==> src/itp_regs.svh <==
// Purpose: Offsets, field positions, reset values of the interrupt test unit
// Assumes: Included by the top module and the bench
// Notes: Byte address of a register is four times its index
`ifndef ITP_REGS_SVH
`define ITP_REGS_SVH

// Register indexes
`define ITP_IDX_CTRL 8'h15
`define ITP_IDX_FORCE 8'h16
`define ITP_IDX_PROMO 8'h1f

// Test control fields
`define ITP_CTRL_OVR_BIT 4
`define ITP_CTRL_BANK_MSB 3

// Force banks that exist: 8 to f (vectors 0xff80 to 0xfff4)
`define ITP_BANK_FIRST 4'h8
`define ITP_BANK_TOP 4'hf
`define ITP_TOP_BANK_MASK 8'h07
`define ITP_NUM_BANKS 8
`define ITP_NUM_PERIPH 57

// Reset values
`define ITP_CTRL_RST 8'h0f
`define ITP_PROMO_RST 7'h79
`define ITP_PROMO_MAX 7'h79

// Vector addresses
`define ITP_VEC_HI 8'hff
`define ITP_VEC_EXTERNAL_NONMASKABLE_REQUEST_PIN 16'hfff4
`define ITP_VEC_IRQ 16'hfff2
`define ITP_VEC_TRAP_SW 16'hfff6
`define ITP_IDX_IRQ 6'd57
`define ITP_IDX_EXTERNAL_NONMASKABLE_REQUEST_PIN 6'd58

`endif

==> src/itp_pkg.sv <==
// Purpose: Types of the interrupt test unit
// Assumes: Single clock domain
// Notes: Constants live in itp_regs.svh
package itp_pkg;

  // AHB-Lite address phase
  typedef struct packed {
    logic hsel;
    logic [31:0] haddr;
    logic [1:0] htrans;
    logic hwrite;
    logic [2:0] hsize;
  } itp_ahb_req_t;

  // Vector answer to the CPU
  typedef struct packed {
    logic valid;
    logic [15:0] addr;
  } itp_vec_t;

  typedef enum logic [1:0] {
    ITP_BUS_IDLE,
    ITP_BUS_WAIT
  } itp_bus_st_t;

  typedef enum logic [1:0] {
    ITP_SEL_NONE,
    ITP_SEL_CTRL,
    ITP_SEL_FORCE,
    ITP_SEL_PROMO
  } itp_sel_t;

endpackage

==> src/itp_top.sv <==
// Purpose: Test override, force banks and promotion of the interrupt unit
// Assumes: Requests and masks arrive on ref_clk from core logic
// Notes: Every bus transfer takes one wait state
`timescale 1ns/1ns
`include "itp_regs.svh"

module itp_top
  import itp_pkg::*;
(
  input wire logic ref_clk,
  input wire logic reset,
  input wire logic clk_en,
  input wire itp_ahb_req_t ahb_req,
  input wire logic hready,
  input wire logic [31:0] hwdata,
  output logic hreadyout,
  output logic [31:0] hrdata,
  output logic hresp,
  input wire logic special_mode,
  input wire logic cpu_i_mask,
  input wire logic cpu_x_mask,
  input wire logic [`ITP_NUM_PERIPH-1:0] periph_req,
  input wire logic irq_req,
  input wire logic external_nonmaskable_request_pin_req,
  input wire logic vector_req,
  output itp_vec_t vector_out,
  output logic int_pending
);

  ////////////////////////////////////////////////////////////////////////////
  // Helpers

  function automatic logic bank_ok(input logic [3:0] bank);
    bank_ok = (bank >= `ITP_BANK_FIRST);
  endfunction

  function automatic logic [7:0] bank_mask(input logic [3:0] bank);
    if (!bank_ok(bank)) begin
      bank_mask = 8'h00;
    end else if (bank == `ITP_BANK_TOP) begin
      bank_mask = `ITP_TOP_BANK_MASK;
    end else begin
      bank_mask = 8'hff;
    end
  endfunction

  function automatic logic [2:0] bank_slot(input logic [3:0] bank);
    bank_slot = bank[2:0];
  endfunction

  ////////////////////////////////////////////////////////////////////////////
  // State

  // Reset image of the control byte
  localparam logic [7:0] CTRL_RST_B = `ITP_CTRL_RST;

  logic ovr_r;
  logic hresp_r;
  logic [3:0] bank_r;
  logic [6:0] promo_r;
  logic [7:0] force_r [0:`ITP_NUM_BANKS-1];
  itp_bus_st_t bus_st_r;
  itp_sel_t sel_r;
  logic wr_r;
  logic hreadyout_r;
  logic [31:0] hrdata_r;
  logic seen_r;
  logic [15:0] last_vec_r;
  itp_vec_t vec_r;
  logic pend_r;

  logic ovr_eff;
  logic [63:0] live;
  logic [63:0] eff;
  logic [7:0] live_bank;
  logic [7:0] force_rd;
  logic [7:0] wbyte;
  logic addr_take;
  itp_sel_t sel_nxt;
  logic ovr_wr_ok;
  logic force_wr_ok;
  logic promo_wr_ok;
  logic [5:0] promo_idx;
  logic promo_valid;
  logic i_any;
  logic [5:0] i_idx;
  logic cur_valid;
  logic [15:0] cur_vec;

  ////////////////////////////////////////////////////////////////////////////
  // Request vectors

  // Override acts only in special modes
  assign ovr_eff = ovr_r && special_mode;

  // Live lines: pins come already sampled by core logic
  always_comb begin
    live = 64'h0;
    live[`ITP_NUM_PERIPH-1:0] = periph_req;
    live[`ITP_IDX_IRQ] = irq_req;
    live[`ITP_IDX_EXTERNAL_NONMASKABLE_REQUEST_PIN] = external_nonmaskable_request_pin_req;
  end

  // Force bits replace the live lines under override
  always_comb begin
    eff = live;
    if (ovr_eff) begin
      for (int b = 0; b < `ITP_NUM_BANKS; b++) begin
        eff[b*8 +: 8] = force_r[b];
      end
    end
  end

  always_comb begin
    live_bank = 8'h00;
    for (int b = 0; b < `ITP_NUM_BANKS; b++) begin
      if (bank_slot(bank_r) == 3'(b)) begin
        live_bank = live[b*8 +: 8];
      end
    end
  end

  // Readback of the selected force register
  always_comb begin
    if (!special_mode) begin
      force_rd = 8'h00;
    end else if (ovr_r) begin
      force_rd = force_r[bank_slot(bank_r)] & bank_mask(bank_r);
    end else begin
      force_rd = live_bank & bank_mask(bank_r);
    end
  end

  ////////////////////////////////////////////////////////////////////////////
  // Bus decode

  assign addr_take = ahb_req.hsel && ahb_req.htrans[1] && hready;

  always_comb begin
    unique case (ahb_req.haddr[9:0])
      {`ITP_IDX_CTRL, 2'b00}: sel_nxt = ITP_SEL_CTRL;
      {`ITP_IDX_FORCE, 2'b00}: sel_nxt = ITP_SEL_FORCE;
      {`ITP_IDX_PROMO, 2'b00}: sel_nxt = ITP_SEL_PROMO;
      default: sel_nxt = ITP_SEL_NONE;
    endcase
  end

  assign wbyte = hwdata[7:0];
  assign ovr_wr_ok = special_mode && cpu_i_mask && cpu_x_mask;
  assign force_wr_ok = special_mode && ovr_r && cpu_i_mask &&
                       bank_ok(bank_r);
  assign promo_wr_ok = cpu_i_mask;

  // Address phase capture, one wait state, then data
  always_ff @(posedge ref_clk) begin
    if (reset) begin
      bus_st_r <= ITP_BUS_IDLE;
      sel_r <= ITP_SEL_NONE;
      wr_r <= 1'b0;
      hreadyout_r <= 1'b1;
    end else if (clk_en) begin
      unique case (bus_st_r)
        ITP_BUS_IDLE: begin
          if (addr_take) begin
            bus_st_r <= ITP_BUS_WAIT;
            sel_r <= sel_nxt;
            wr_r <= ahb_req.hwrite;
            hreadyout_r <= 1'b0;
          end
        end
        ITP_BUS_WAIT: begin
          bus_st_r <= ITP_BUS_IDLE;
          hreadyout_r <= 1'b1;
        end
      endcase
    end
  end

  // Read data loaded in the wait cycle, after any earlier write
  always_ff @(posedge ref_clk) begin
    if (reset) begin
      hrdata_r <= 32'h0;
    end else if (clk_en) begin
      if (bus_st_r == ITP_BUS_WAIT && !wr_r) begin
        unique case (sel_r)
          ITP_SEL_CTRL: hrdata_r <= {27'h0, ovr_r, bank_r};
          ITP_SEL_FORCE: hrdata_r <= {24'h0, force_rd};
          ITP_SEL_PROMO: hrdata_r <= {24'h0, promo_r, 1'b0};
          ITP_SEL_NONE: hrdata_r <= 32'h0;
        endcase
      end
    end
  end

  ////////////////////////////////////////////////////////////////////////////
  // Registers

  wire wr_now = (bus_st_r == ITP_BUS_WAIT) && wr_r;

  // Bank select, written whenever addressed
  always_ff @(posedge ref_clk) begin
    if (reset) begin
      bank_r <= CTRL_RST_B[3:0];
    end else if (clk_en) begin
      if (wr_now && sel_r == ITP_SEL_CTRL) begin
        bank_r <= wbyte[`ITP_CTRL_BANK_MSB:0];
      end
    end
  end

  // Override bit, guarded by mode and both masks
  always_ff @(posedge ref_clk) begin
    if (reset) begin
      ovr_r <= CTRL_RST_B[`ITP_CTRL_OVR_BIT];
    end else if (clk_en) begin
      if (wr_now && sel_r == ITP_SEL_CTRL && ovr_wr_ok) begin
        ovr_r <= wbyte[`ITP_CTRL_OVR_BIT];
      end
    end
  end

  // Force banks; live state copied in as override sets
  always_ff @(posedge ref_clk) begin
    if (reset) begin
      for (int b = 0; b < `ITP_NUM_BANKS; b++) begin
        force_r[b] <= 8'h00;
      end
    end else if (clk_en) begin
      if (wr_now && sel_r == ITP_SEL_CTRL && ovr_wr_ok &&
          wbyte[`ITP_CTRL_OVR_BIT] && !ovr_r) begin
        for (int b = 0; b < `ITP_NUM_BANKS; b++) begin
          force_r[b] <= live[b*8 +: 8];
        end
      end else if (wr_now && sel_r == ITP_SEL_FORCE && force_wr_ok) begin
        force_r[bank_slot(bank_r)] <=
          wbyte & bank_mask(bank_r);
      end
    end
  end

  always_ff @(posedge ref_clk) begin
    if (reset) begin
      promo_r <= `ITP_PROMO_RST;
    end else if (clk_en) begin
      if (wr_now && sel_r == ITP_SEL_PROMO && promo_wr_ok) begin
        promo_r <= wbyte[7:1];
      end
    end
  end

  ////////////////////////////////////////////////////////////////////////////
  // Priority decode

  // Promoted index; out of range falls back to IRQ
  always_comb begin
    promo_valid = promo_r[6] && (promo_r <= `ITP_PROMO_MAX);
    promo_idx = promo_valid ? promo_r[5:0] : `ITP_IDX_IRQ;
  end

  // Promoted index wins when requesting, else highest vector among maskable requests
  always_comb begin
    i_any = 1'b0;
    i_idx = 6'h0;
    for (int k = 0; k <= `ITP_IDX_IRQ; k++) begin
      if (eff[k]) begin
        i_any = 1'b1;
        i_idx = 6'(k);
      end
    end
    if (eff[promo_idx]) begin
      i_idx = promo_idx;
    end
  end

  always_comb begin
    cur_valid = 1'b0;
    cur_vec = `ITP_VEC_TRAP_SW;
    if (eff[`ITP_IDX_EXTERNAL_NONMASKABLE_REQUEST_PIN] && !cpu_x_mask) begin
      cur_valid = 1'b1;
      cur_vec = `ITP_VEC_EXTERNAL_NONMASKABLE_REQUEST_PIN;
    end else if (i_any && !cpu_i_mask) begin
      cur_valid = 1'b1;
      cur_vec = {`ITP_VEC_HI, 1'b1, i_idx, 1'b0};
    end
  end

  // Last valid request remembered for a vanished source
  always_ff @(posedge ref_clk) begin
    if (reset) begin
      last_vec_r <= `ITP_VEC_TRAP_SW;
    end else if (clk_en) begin
      if (cur_valid) begin
        last_vec_r <= cur_vec;
      end
    end
  end

  // Sticky: some request has been valid since reset
  always_ff @(posedge ref_clk) begin
    if (reset) begin
      seen_r <= 1'b0;
    end else if (clk_en) begin
      if (cur_valid) begin
        seen_r <= 1'b1;
      end
    end
  end

  // Pending flag, one cycle behind the decoder
  always_ff @(posedge ref_clk) begin
    if (reset) begin
      pend_r <= 1'b0;
    end else if (clk_en) begin
      pend_r <= cur_valid;
    end
  end

  always_ff @(posedge ref_clk) begin
    if (reset) begin
      vec_r <= '0;
    end else if (clk_en) begin
      vec_r.valid <= vector_req;
      if (vector_req) begin
        if (cur_valid) begin
          vec_r.addr <= cur_vec;
        end else if (seen_r) begin
          vec_r.addr <= last_vec_r;
        end else begin
          vec_r.addr <= `ITP_VEC_TRAP_SW;
        end
      end
    end
  end

  // Response flop, always OKAY
  always_ff @(posedge ref_clk) begin
    if (reset) begin
      hresp_r <= 1'b0;
    end else if (clk_en) begin
      hresp_r <= 1'b0;
    end
  end

  ////////////////////////////////////////////////////////////////////////////
  // Outputs

  assign hreadyout = hreadyout_r;
  assign hrdata = hrdata_r;
  assign hresp = hresp_r;
  assign vector_out = vec_r;
  assign int_pending = pend_r;

endmodule // itp_top

==> config.mk <==
export PLATFORM = sky130hd
export DESIGN_NAME = itp_top
export DESIGN_NICKNAME = d
export VERILOG_FILES = /design/src/itp_pkg.sv /design/src/itp_top.sv
export VERILOG_INCLUDE_DIRS = /design/src
export SDC_FILE = /design/constraint.sdc
export NUM_CORES = 1
export LEC_CHECK = 0
export ABC_AREA = 0
export CAP_MARGIN = 15
export CORE_MARGIN = 1
export CORE_UTILIZATION = 70
export CTS_CLUSTER_SIZE = 24
export DETAILED_ROUTE_END_ITERATION = 8
export DONT_BUFFER_PORTS = 1
export HOLD_SLACK_MARGIN = 0.03
export PLACE_DENSITY = 0.95
export SLEW_MARGIN = 20
export SYNTH_ARGS = -nofsm -noshare
export SYNTH_HDL_FRONTEND = slang
export SYNTH_SLANG_ARGS = --single-unit
==> constraint.sdc <==
create_clock -name ref_clk -period 7.5 [get_ports ref_clk]
set_input_delay 0.375 -clock ref_clk [delete_from_list [all_inputs] [get_ports ref_clk]]
set_output_delay 0.375 -clock ref_clk [all_outputs]
set_load 0.005 [all_outputs]
; ---- Word level (Yosys, flattened, before mapping)
; Memories as Yosys holds them, arrays and structs flattened. A register that Yosys moved wholly into a read port is not among the register bits.
; Cells that the tools add are included.
[totals]
register_bits = 85
n_memories = 1
wordCells = 256
out_inout_bits = 52
ramBits = 64
[classes]
bitwise_logic = 11
eq_ne = 16
muxes = 176
reduce_logical = 36
order_cmp = 3
[memory_table]
columns = name, words, width, rd, rd_ports_with_merged_regs, wr, line
row1 = force_r, 8, 8, 9, 1, 8, itp_top.sv:61  ; logic [7:0] force_r [0:`ITP_NUM_BANKS-1];
[op_table]
columns = cell, count
row1 = 2-to-1 mux 6 bit, 58
row2 = 2-to-1 mux 8 bit, 29
row3 = one-hot mux 32 bit (4 select lines), 1
row4 = 2-to-1 mux 1 bit, 75
row5 = 2-to-1 mux 64 bit, 1
row6 = 2-to-1 mux 16 bit, 2
row7 = equality test 10 x 7 -> 1 bit (second input constant), 3
row8 = AND 8 bit, 3
row9 = logical AND 1 bit, 20
row10 = 2-to-1 mux 7 bit, 2
row11 = AND reduction 2 bit, 7
row12 = equality test 3 bit (second input constant), 4
row13 = 2-to-1 mux 3 bit, 3
row14 = OR 1 bit, 8
row15 = OR reduction 8 bit, 1
row16 = <= comparator 7 bit (second input constant), 1
row17 = less-than comparator 6 x 7 -> 1 bit (second input constant), 1
row18 = binary-select mux 1 bit (select 6 bit), 1
row19 = equality test 3 x 2 -> 1 bit (second input constant), 2
row20 = one-hot mux 2 bit (3 select lines), 1
row21 = equality test 2 x 1 -> 1 bit (second input constant), 2
row22 = equality test 2 bit (second input constant), 2
row23 = equality test 4 bit (second input constant), 1
row24 = greater-or-equal comparator 4 bit (second input constant), 1
row25 = 9 further kinds, 13

; ---- Logic depth before layout (Yosys ltp)
[logic_depth]
depth_word = 64
ltp_mapped = 13
depth_no_buf = 9

; ---- Least setup slack after synthesis
; OpenSTA, ideal clock, no wires.
[synth_timing]
path_kind = input-to-reg
startpoint = input port special_mode
endpoint = register last_vec_r[2]
stages = 10
arrival_ns = 2.453
slack_ns = 4.968
path_cell_list = and2_1 -> buf_2 -> buf_6 -> mux2i_1 -> o211ai_1 -> a211o_1 -> a311oi_4 -> nand2_2 -> mux2_4 -> a22oi_1
[synth_via]
elab_chain_cells = 64
word_cells_on_any_way = 126
[synth_lines]
columns = element, line
row1 = from (decl), itp_top.sv:19  ; input wire logic special_mode,
row2 = logical AND 1 bit *, itp_top.sv:94  ; assign ovr_eff = ovr_r && special_mode;
row3 = 2-to-1 mux 64 bit *, itp_top.sv:107  ; if (ovr_eff) begin
row4 = 2-to-1 mux 1 bit (58 in series), itp_top.sv:265  ; if (eff[k]) begin
row5 = logical AND 1 bit, itp_top.sv:281  ; end else if (i_any && !cpu_i_mask) begin
row6 = 2-to-1 mux 1 bit, itp_top.sv:281
row7 = 2-to-1 mux 1 bit, itp_top.sv:278  ; if (eff[`ITP_IDX_EXTERNAL_NONMASKABLE_REQUEST_PIN] && !cpu_x_mask) begin
row8 = AND reduction 2 bit (no source line), --
row9 = to (signal assigned), itp_top.sv:290  ; last_vec_r <= `ITP_VEC_TRAP_SW;
row10 = to (signal assigned), itp_top.sv:293  ; last_vec_r <= cur_vec;
row11 = to (decl), itp_top.sv:68  ; logic [15:0] last_vec_r;
; Every way passes the cells marked *; elsewhere a longest branch is shown, timed or not. The select of a mux whose other input is x is not followed.
; A chain may end at the register's enable or synchronous reset.

; ---- Worst setup path in the final report
[layout_timing]
startpoint = register ovr_r
endpoint = register last_vec_r[5]
[layout_via]
elab_chain_cells = 64
word_cells_on_any_way = 125
[layout_lines]
columns = element, line
row1 = from (decl), itp_top.sv:57  ; logic ovr_r;
row2 = from (signal assigned), itp_top.sv:214  ; ovr_r <= CTRL_RST_B[`ITP_CTRL_OVR_BIT];
row3 = from (signal assigned), itp_top.sv:217  ; ovr_r <= wbyte[`ITP_CTRL_OVR_BIT];
row4 = logical AND 1 bit *, itp_top.sv:94
row5 = 2-to-1 mux 64 bit *, itp_top.sv:107
row6 = 2-to-1 mux 1 bit (58 in series), itp_top.sv:265
row7 = logical AND 1 bit, itp_top.sv:281
row8 = 2-to-1 mux 1 bit, itp_top.sv:281
row9 = 2-to-1 mux 1 bit, itp_top.sv:278
row10 = AND reduction 2 bit (no source line), --
; Marks and branches as above.

==> flow_summary.yaml <==
status:
  status: "complete, no violations"
clocking:
  cts.sink_count: 108
  cts_buffers: 9
  clkSlewWorstSetupHoldPaths_ns: 0.08
  cts_tree: "built"
  ctsLongestPathBuffers: 2
  ctsHtreeMaxLevel: 3
  cts_resized: 0
  clock_latency_ns: 0.37
  cts_root_buf: "clkbuf_16"
  postCtsSetupBuffers: 0
  cts-hold-fix-buffers: 0
setup_path:
  cp.arrival_ns: 4.80
  start_kind: "flop"
  crit_path_end_kind: "flop"
  r2r_start: "ovr_r$_SDFFE_PP0P_"
  r2r.worst_path.cells: 11
  crit_fanout: 56
  required_ns: 7.71
  cp_slowest_cell: "dfxtp_2"
  r2r_setup_slack_ns: 2.91
  crit_type: "reg -> reg"
  path_cells: "buf_4, and2_2, buf_4, mux2i_1, a211oi_1, a211oi_1, o311ai_0, nand4_1, and2_1, o31ai_1, a22oi_1"
  r2r-end: "last_vec_r[5]$_SDFFE_PP1P_"
  slowest_delay_ns: 0.68
global_route:
  grt_antenna_before_repair: 1
  grt_pass1_vias: 8395
  grt_start_max_net_pins: 71
  overflow: 0
  grt_pass1_wl_mm: 49.9
  grt_usage: 0.522
yosys:
  yosys.area.top_type: "edfxtp_1"
  synthFlopType: "edfxtp_1"
  synth_top_area_frac: 0.217
  synth-xor-area-share: 0.00197
  synth_compound_area_frac: 0.267
  synth_simple_gate_area_frac: 0.224
  ys_seq_elements: 108
  synth-edff-count: 64
  synthTopCellsByCount: "nand2_1 (127), o21ai_0 (96), nor2_1 (79), edfxtp_1 (64), a21oi_1 (52)"
  synth_area_leaders: "edfxtp_1 (22%), dfxtp_1 (9.9%), mux4_2 (6.6%)"
  synthMuxAreaShare: 0.118
  synth_fa_ha_area_frac: 0
  yosysWarningCount: 0
  synth_area_um2: 8870
  syn_inst: 1032
  yosysMostFrequentCell: "nand2_1"
  synth_top_family_by_area: "compound AO/OA/AOI/OAI gates"
  synth_cell_types: 77
  ys_async_sr_fraction: 0
  syn_avg_cell_area_um2: 8.60
  ys_seq_area_frac: 0.316
timing:
  tns_ns: 0
  finalSetupViolations: 0
  max_freq_ghz: 0.218
  final-max-slew-violation-count: 0
  whs_ns: 0.0721
  relSlewSlack: 0.307
  hold_viol_final: 0
  rsz0062_at_grt: "false"
  timing.final.crit_period_ns: 4.59
  worstMarginPinSlew_ns: 1.04
  timing.final.crit_share: 0.612
  clock_skew_ns: 0.00600
final_layout:
  syn_to_final_growth_pct: 1.45
  nNetsFinal: 1114
  final_cells: 1151
  final_cell_area_um2: 9000
  drive_above_1_share: 0.0938
  fillers: 943
power:
  powerDensity_nw_per_um2: 145
  pwr-share-seq: 0.523
  power.share.combinational: 0.092
  finalPower_mw: 1.30
  pwr-share-clk: 0.385
  max-vdd-ir-drop_mv: 0.197
  p_int_uw: 959
  switching_share: 0.264
  leakagePower_nw: 3.06
  p_switching_uw: 343
routing:
  drcViolationCount: 0
  via_per_inst: 7.97
  via_count: 9172
  ant_nets: 0
  drtPass1Iterations: 9
  routedWlPerCell_um: 29.6
  drt-initial-drc-count: 1649
  wirelength_mm: 34.0
floorplan:
  rows: 40
  ios: 190
  die_h_um: 115
  coreArea_um2: 12200
  start_util: 0.730
  die_w_um: 115
  die-area_um2: 13100
min_path:
  holdPathEnd: "vector_out[14]$_SDFFE_PP0P_"
  hp-start: "reset"
  whs_path_depth: 1
  hp-class: "in -> reg"
placement:
  gp_congestion: 1.06
  portBuffers: 0
  hpwl_mm: 24.3
  dpl_cell_area_um2: 8680
  placedCellCount: 1133
job:
  maxCapViolations: 0
-- placed cells by master, fill, tap and decap left out, types with 10 or more instances in the layout --
master,instances
a21oi_1,52
nand3_1,19
a211o_1,16
o21ai_0,95
o211ai_1,15
dfxtp_1,43
nor2_1,78
a22oi_1,11
mux2_2,15
conb_1,31
nand3b_1,17
and3_1,17
o31ai_1,13
a211oi_1,42
mux4_2,26
mux2i_1,26
inv_1,22
edfxtp_1,64
nor2b_1,22
nand2_1,127
o22ai_1,15
clkbuf_16,10
nor3_1,17
nor4bb_1,18
-- power by group through the flow --
stage / logic [mW] / registers (mW) / clock network (mW)
5_1_grt: 0.128 / 0.681 / 0.521
2_1_floorplan: 0.113 / 0.675 / 0
3_3_place_gp: 0.112 / 0.691 / 0
4_1_cts: 0.116 / 0.677 / 0.500
6_report: 0.120 / 0.681 / 0.501
3_5_place_dp: 0.115 / 0.691 / 0
-- final cells by class --
class	count	area, um2	area share
clock inverters	6	62.6	0.00695
flip-flops and latches	108	2800	0.312
clock buffers	10	250	0.0278
repair buffers	7	52.6	0.00584
inverters	22	82.6	0.00917
multi-input cells	828	5530	0.615
well taps	168	210	0.0234
diodes	2	5.00	0.000556
-- cells by family (layout without fill, tap and decap cells) --
logic type / after synthesis / count (layout)
muxes: 69 / 69
AOI/OAI and AO/OA: 347 / 347
buffers and inverters: 126 / 45
and+or+nand+nor: 379 / 379
DFF: 108 / 108
other: 1 / 33
xor gates and xnor gates: 2 / 2
-- sequential cells by signal, summed over array words and instances, names as in the netlist, named ones only --
name and flops:
promo_r 7, int_pending 1, seen_r 1, sel_r 2
last_vec_r 6, hreadyout 1, wr_r 1, vector_out 8
bank_r 4, bus_st_r 1, force_r 64, hrdata 8
ovr_r 1
-- through the flow --
| stage | util | setup slack [ns] |
|---|---|---|
| finish | 0.740 | 2.91 |
| global route | 0.740 | 2.71 |
| CTS | 0.740 | 3.06 |
| detailed placement | 0.714 | 3.11 |
| global placement | 0.714 | 3.18 |
| floorplan | - | 4.97 |
-- metal layers --
metal	global-route usage	wire length (um)	vias up
met5	0.0235	0	-
met4	0.351	2710	0
met3	0.202	6200	209
met2	0.744	13800	1000
met1	0.653	11300	4157
li1	-	-	3806
-- worst max path at each step --
| stage | start | endpoint | depth (start not counted) |
|---|---|---|---|
| CTS | ovr_r$_SDFFE_PP0P_ | last_vec_r[6]$_SDFFE_PP1P_ | 8 |
| finish | ovr_r$_SDFFE_PP0P_ | last_vec_r[5]$_SDFFE_PP1P_ | 11 |
| floorplan | special_mode | last_vec_r[2]$_SDFFE_PP1P_ | 10 |
| detailed placement | ovr_r$_SDFFE_PP0P_ | last_vec_r[6]$_SDFFE_PP1P_ | 8 |
| global placement | ovr_r$_SDFFE_PP0P_ | last_vec_r[6]$_SDFFE_PP1P_ | 8 |
| global route | ovr_r$_SDFFE_PP0P_ | last_vec_r[5]$_SDFFE_PP1P_ | 11 |
-- critical path, delay by kind of cell (launching register included) --
family,cells,cell delay [ns]
AO/OA/AOI/OAI,5,1.31
buffers and inverters,2,1.05
flip-flops,1,0.68
multiplexers,1,0.23
AND/OR/NAND/NOR,3,1.12
Power figures use the tool's default switching activity.
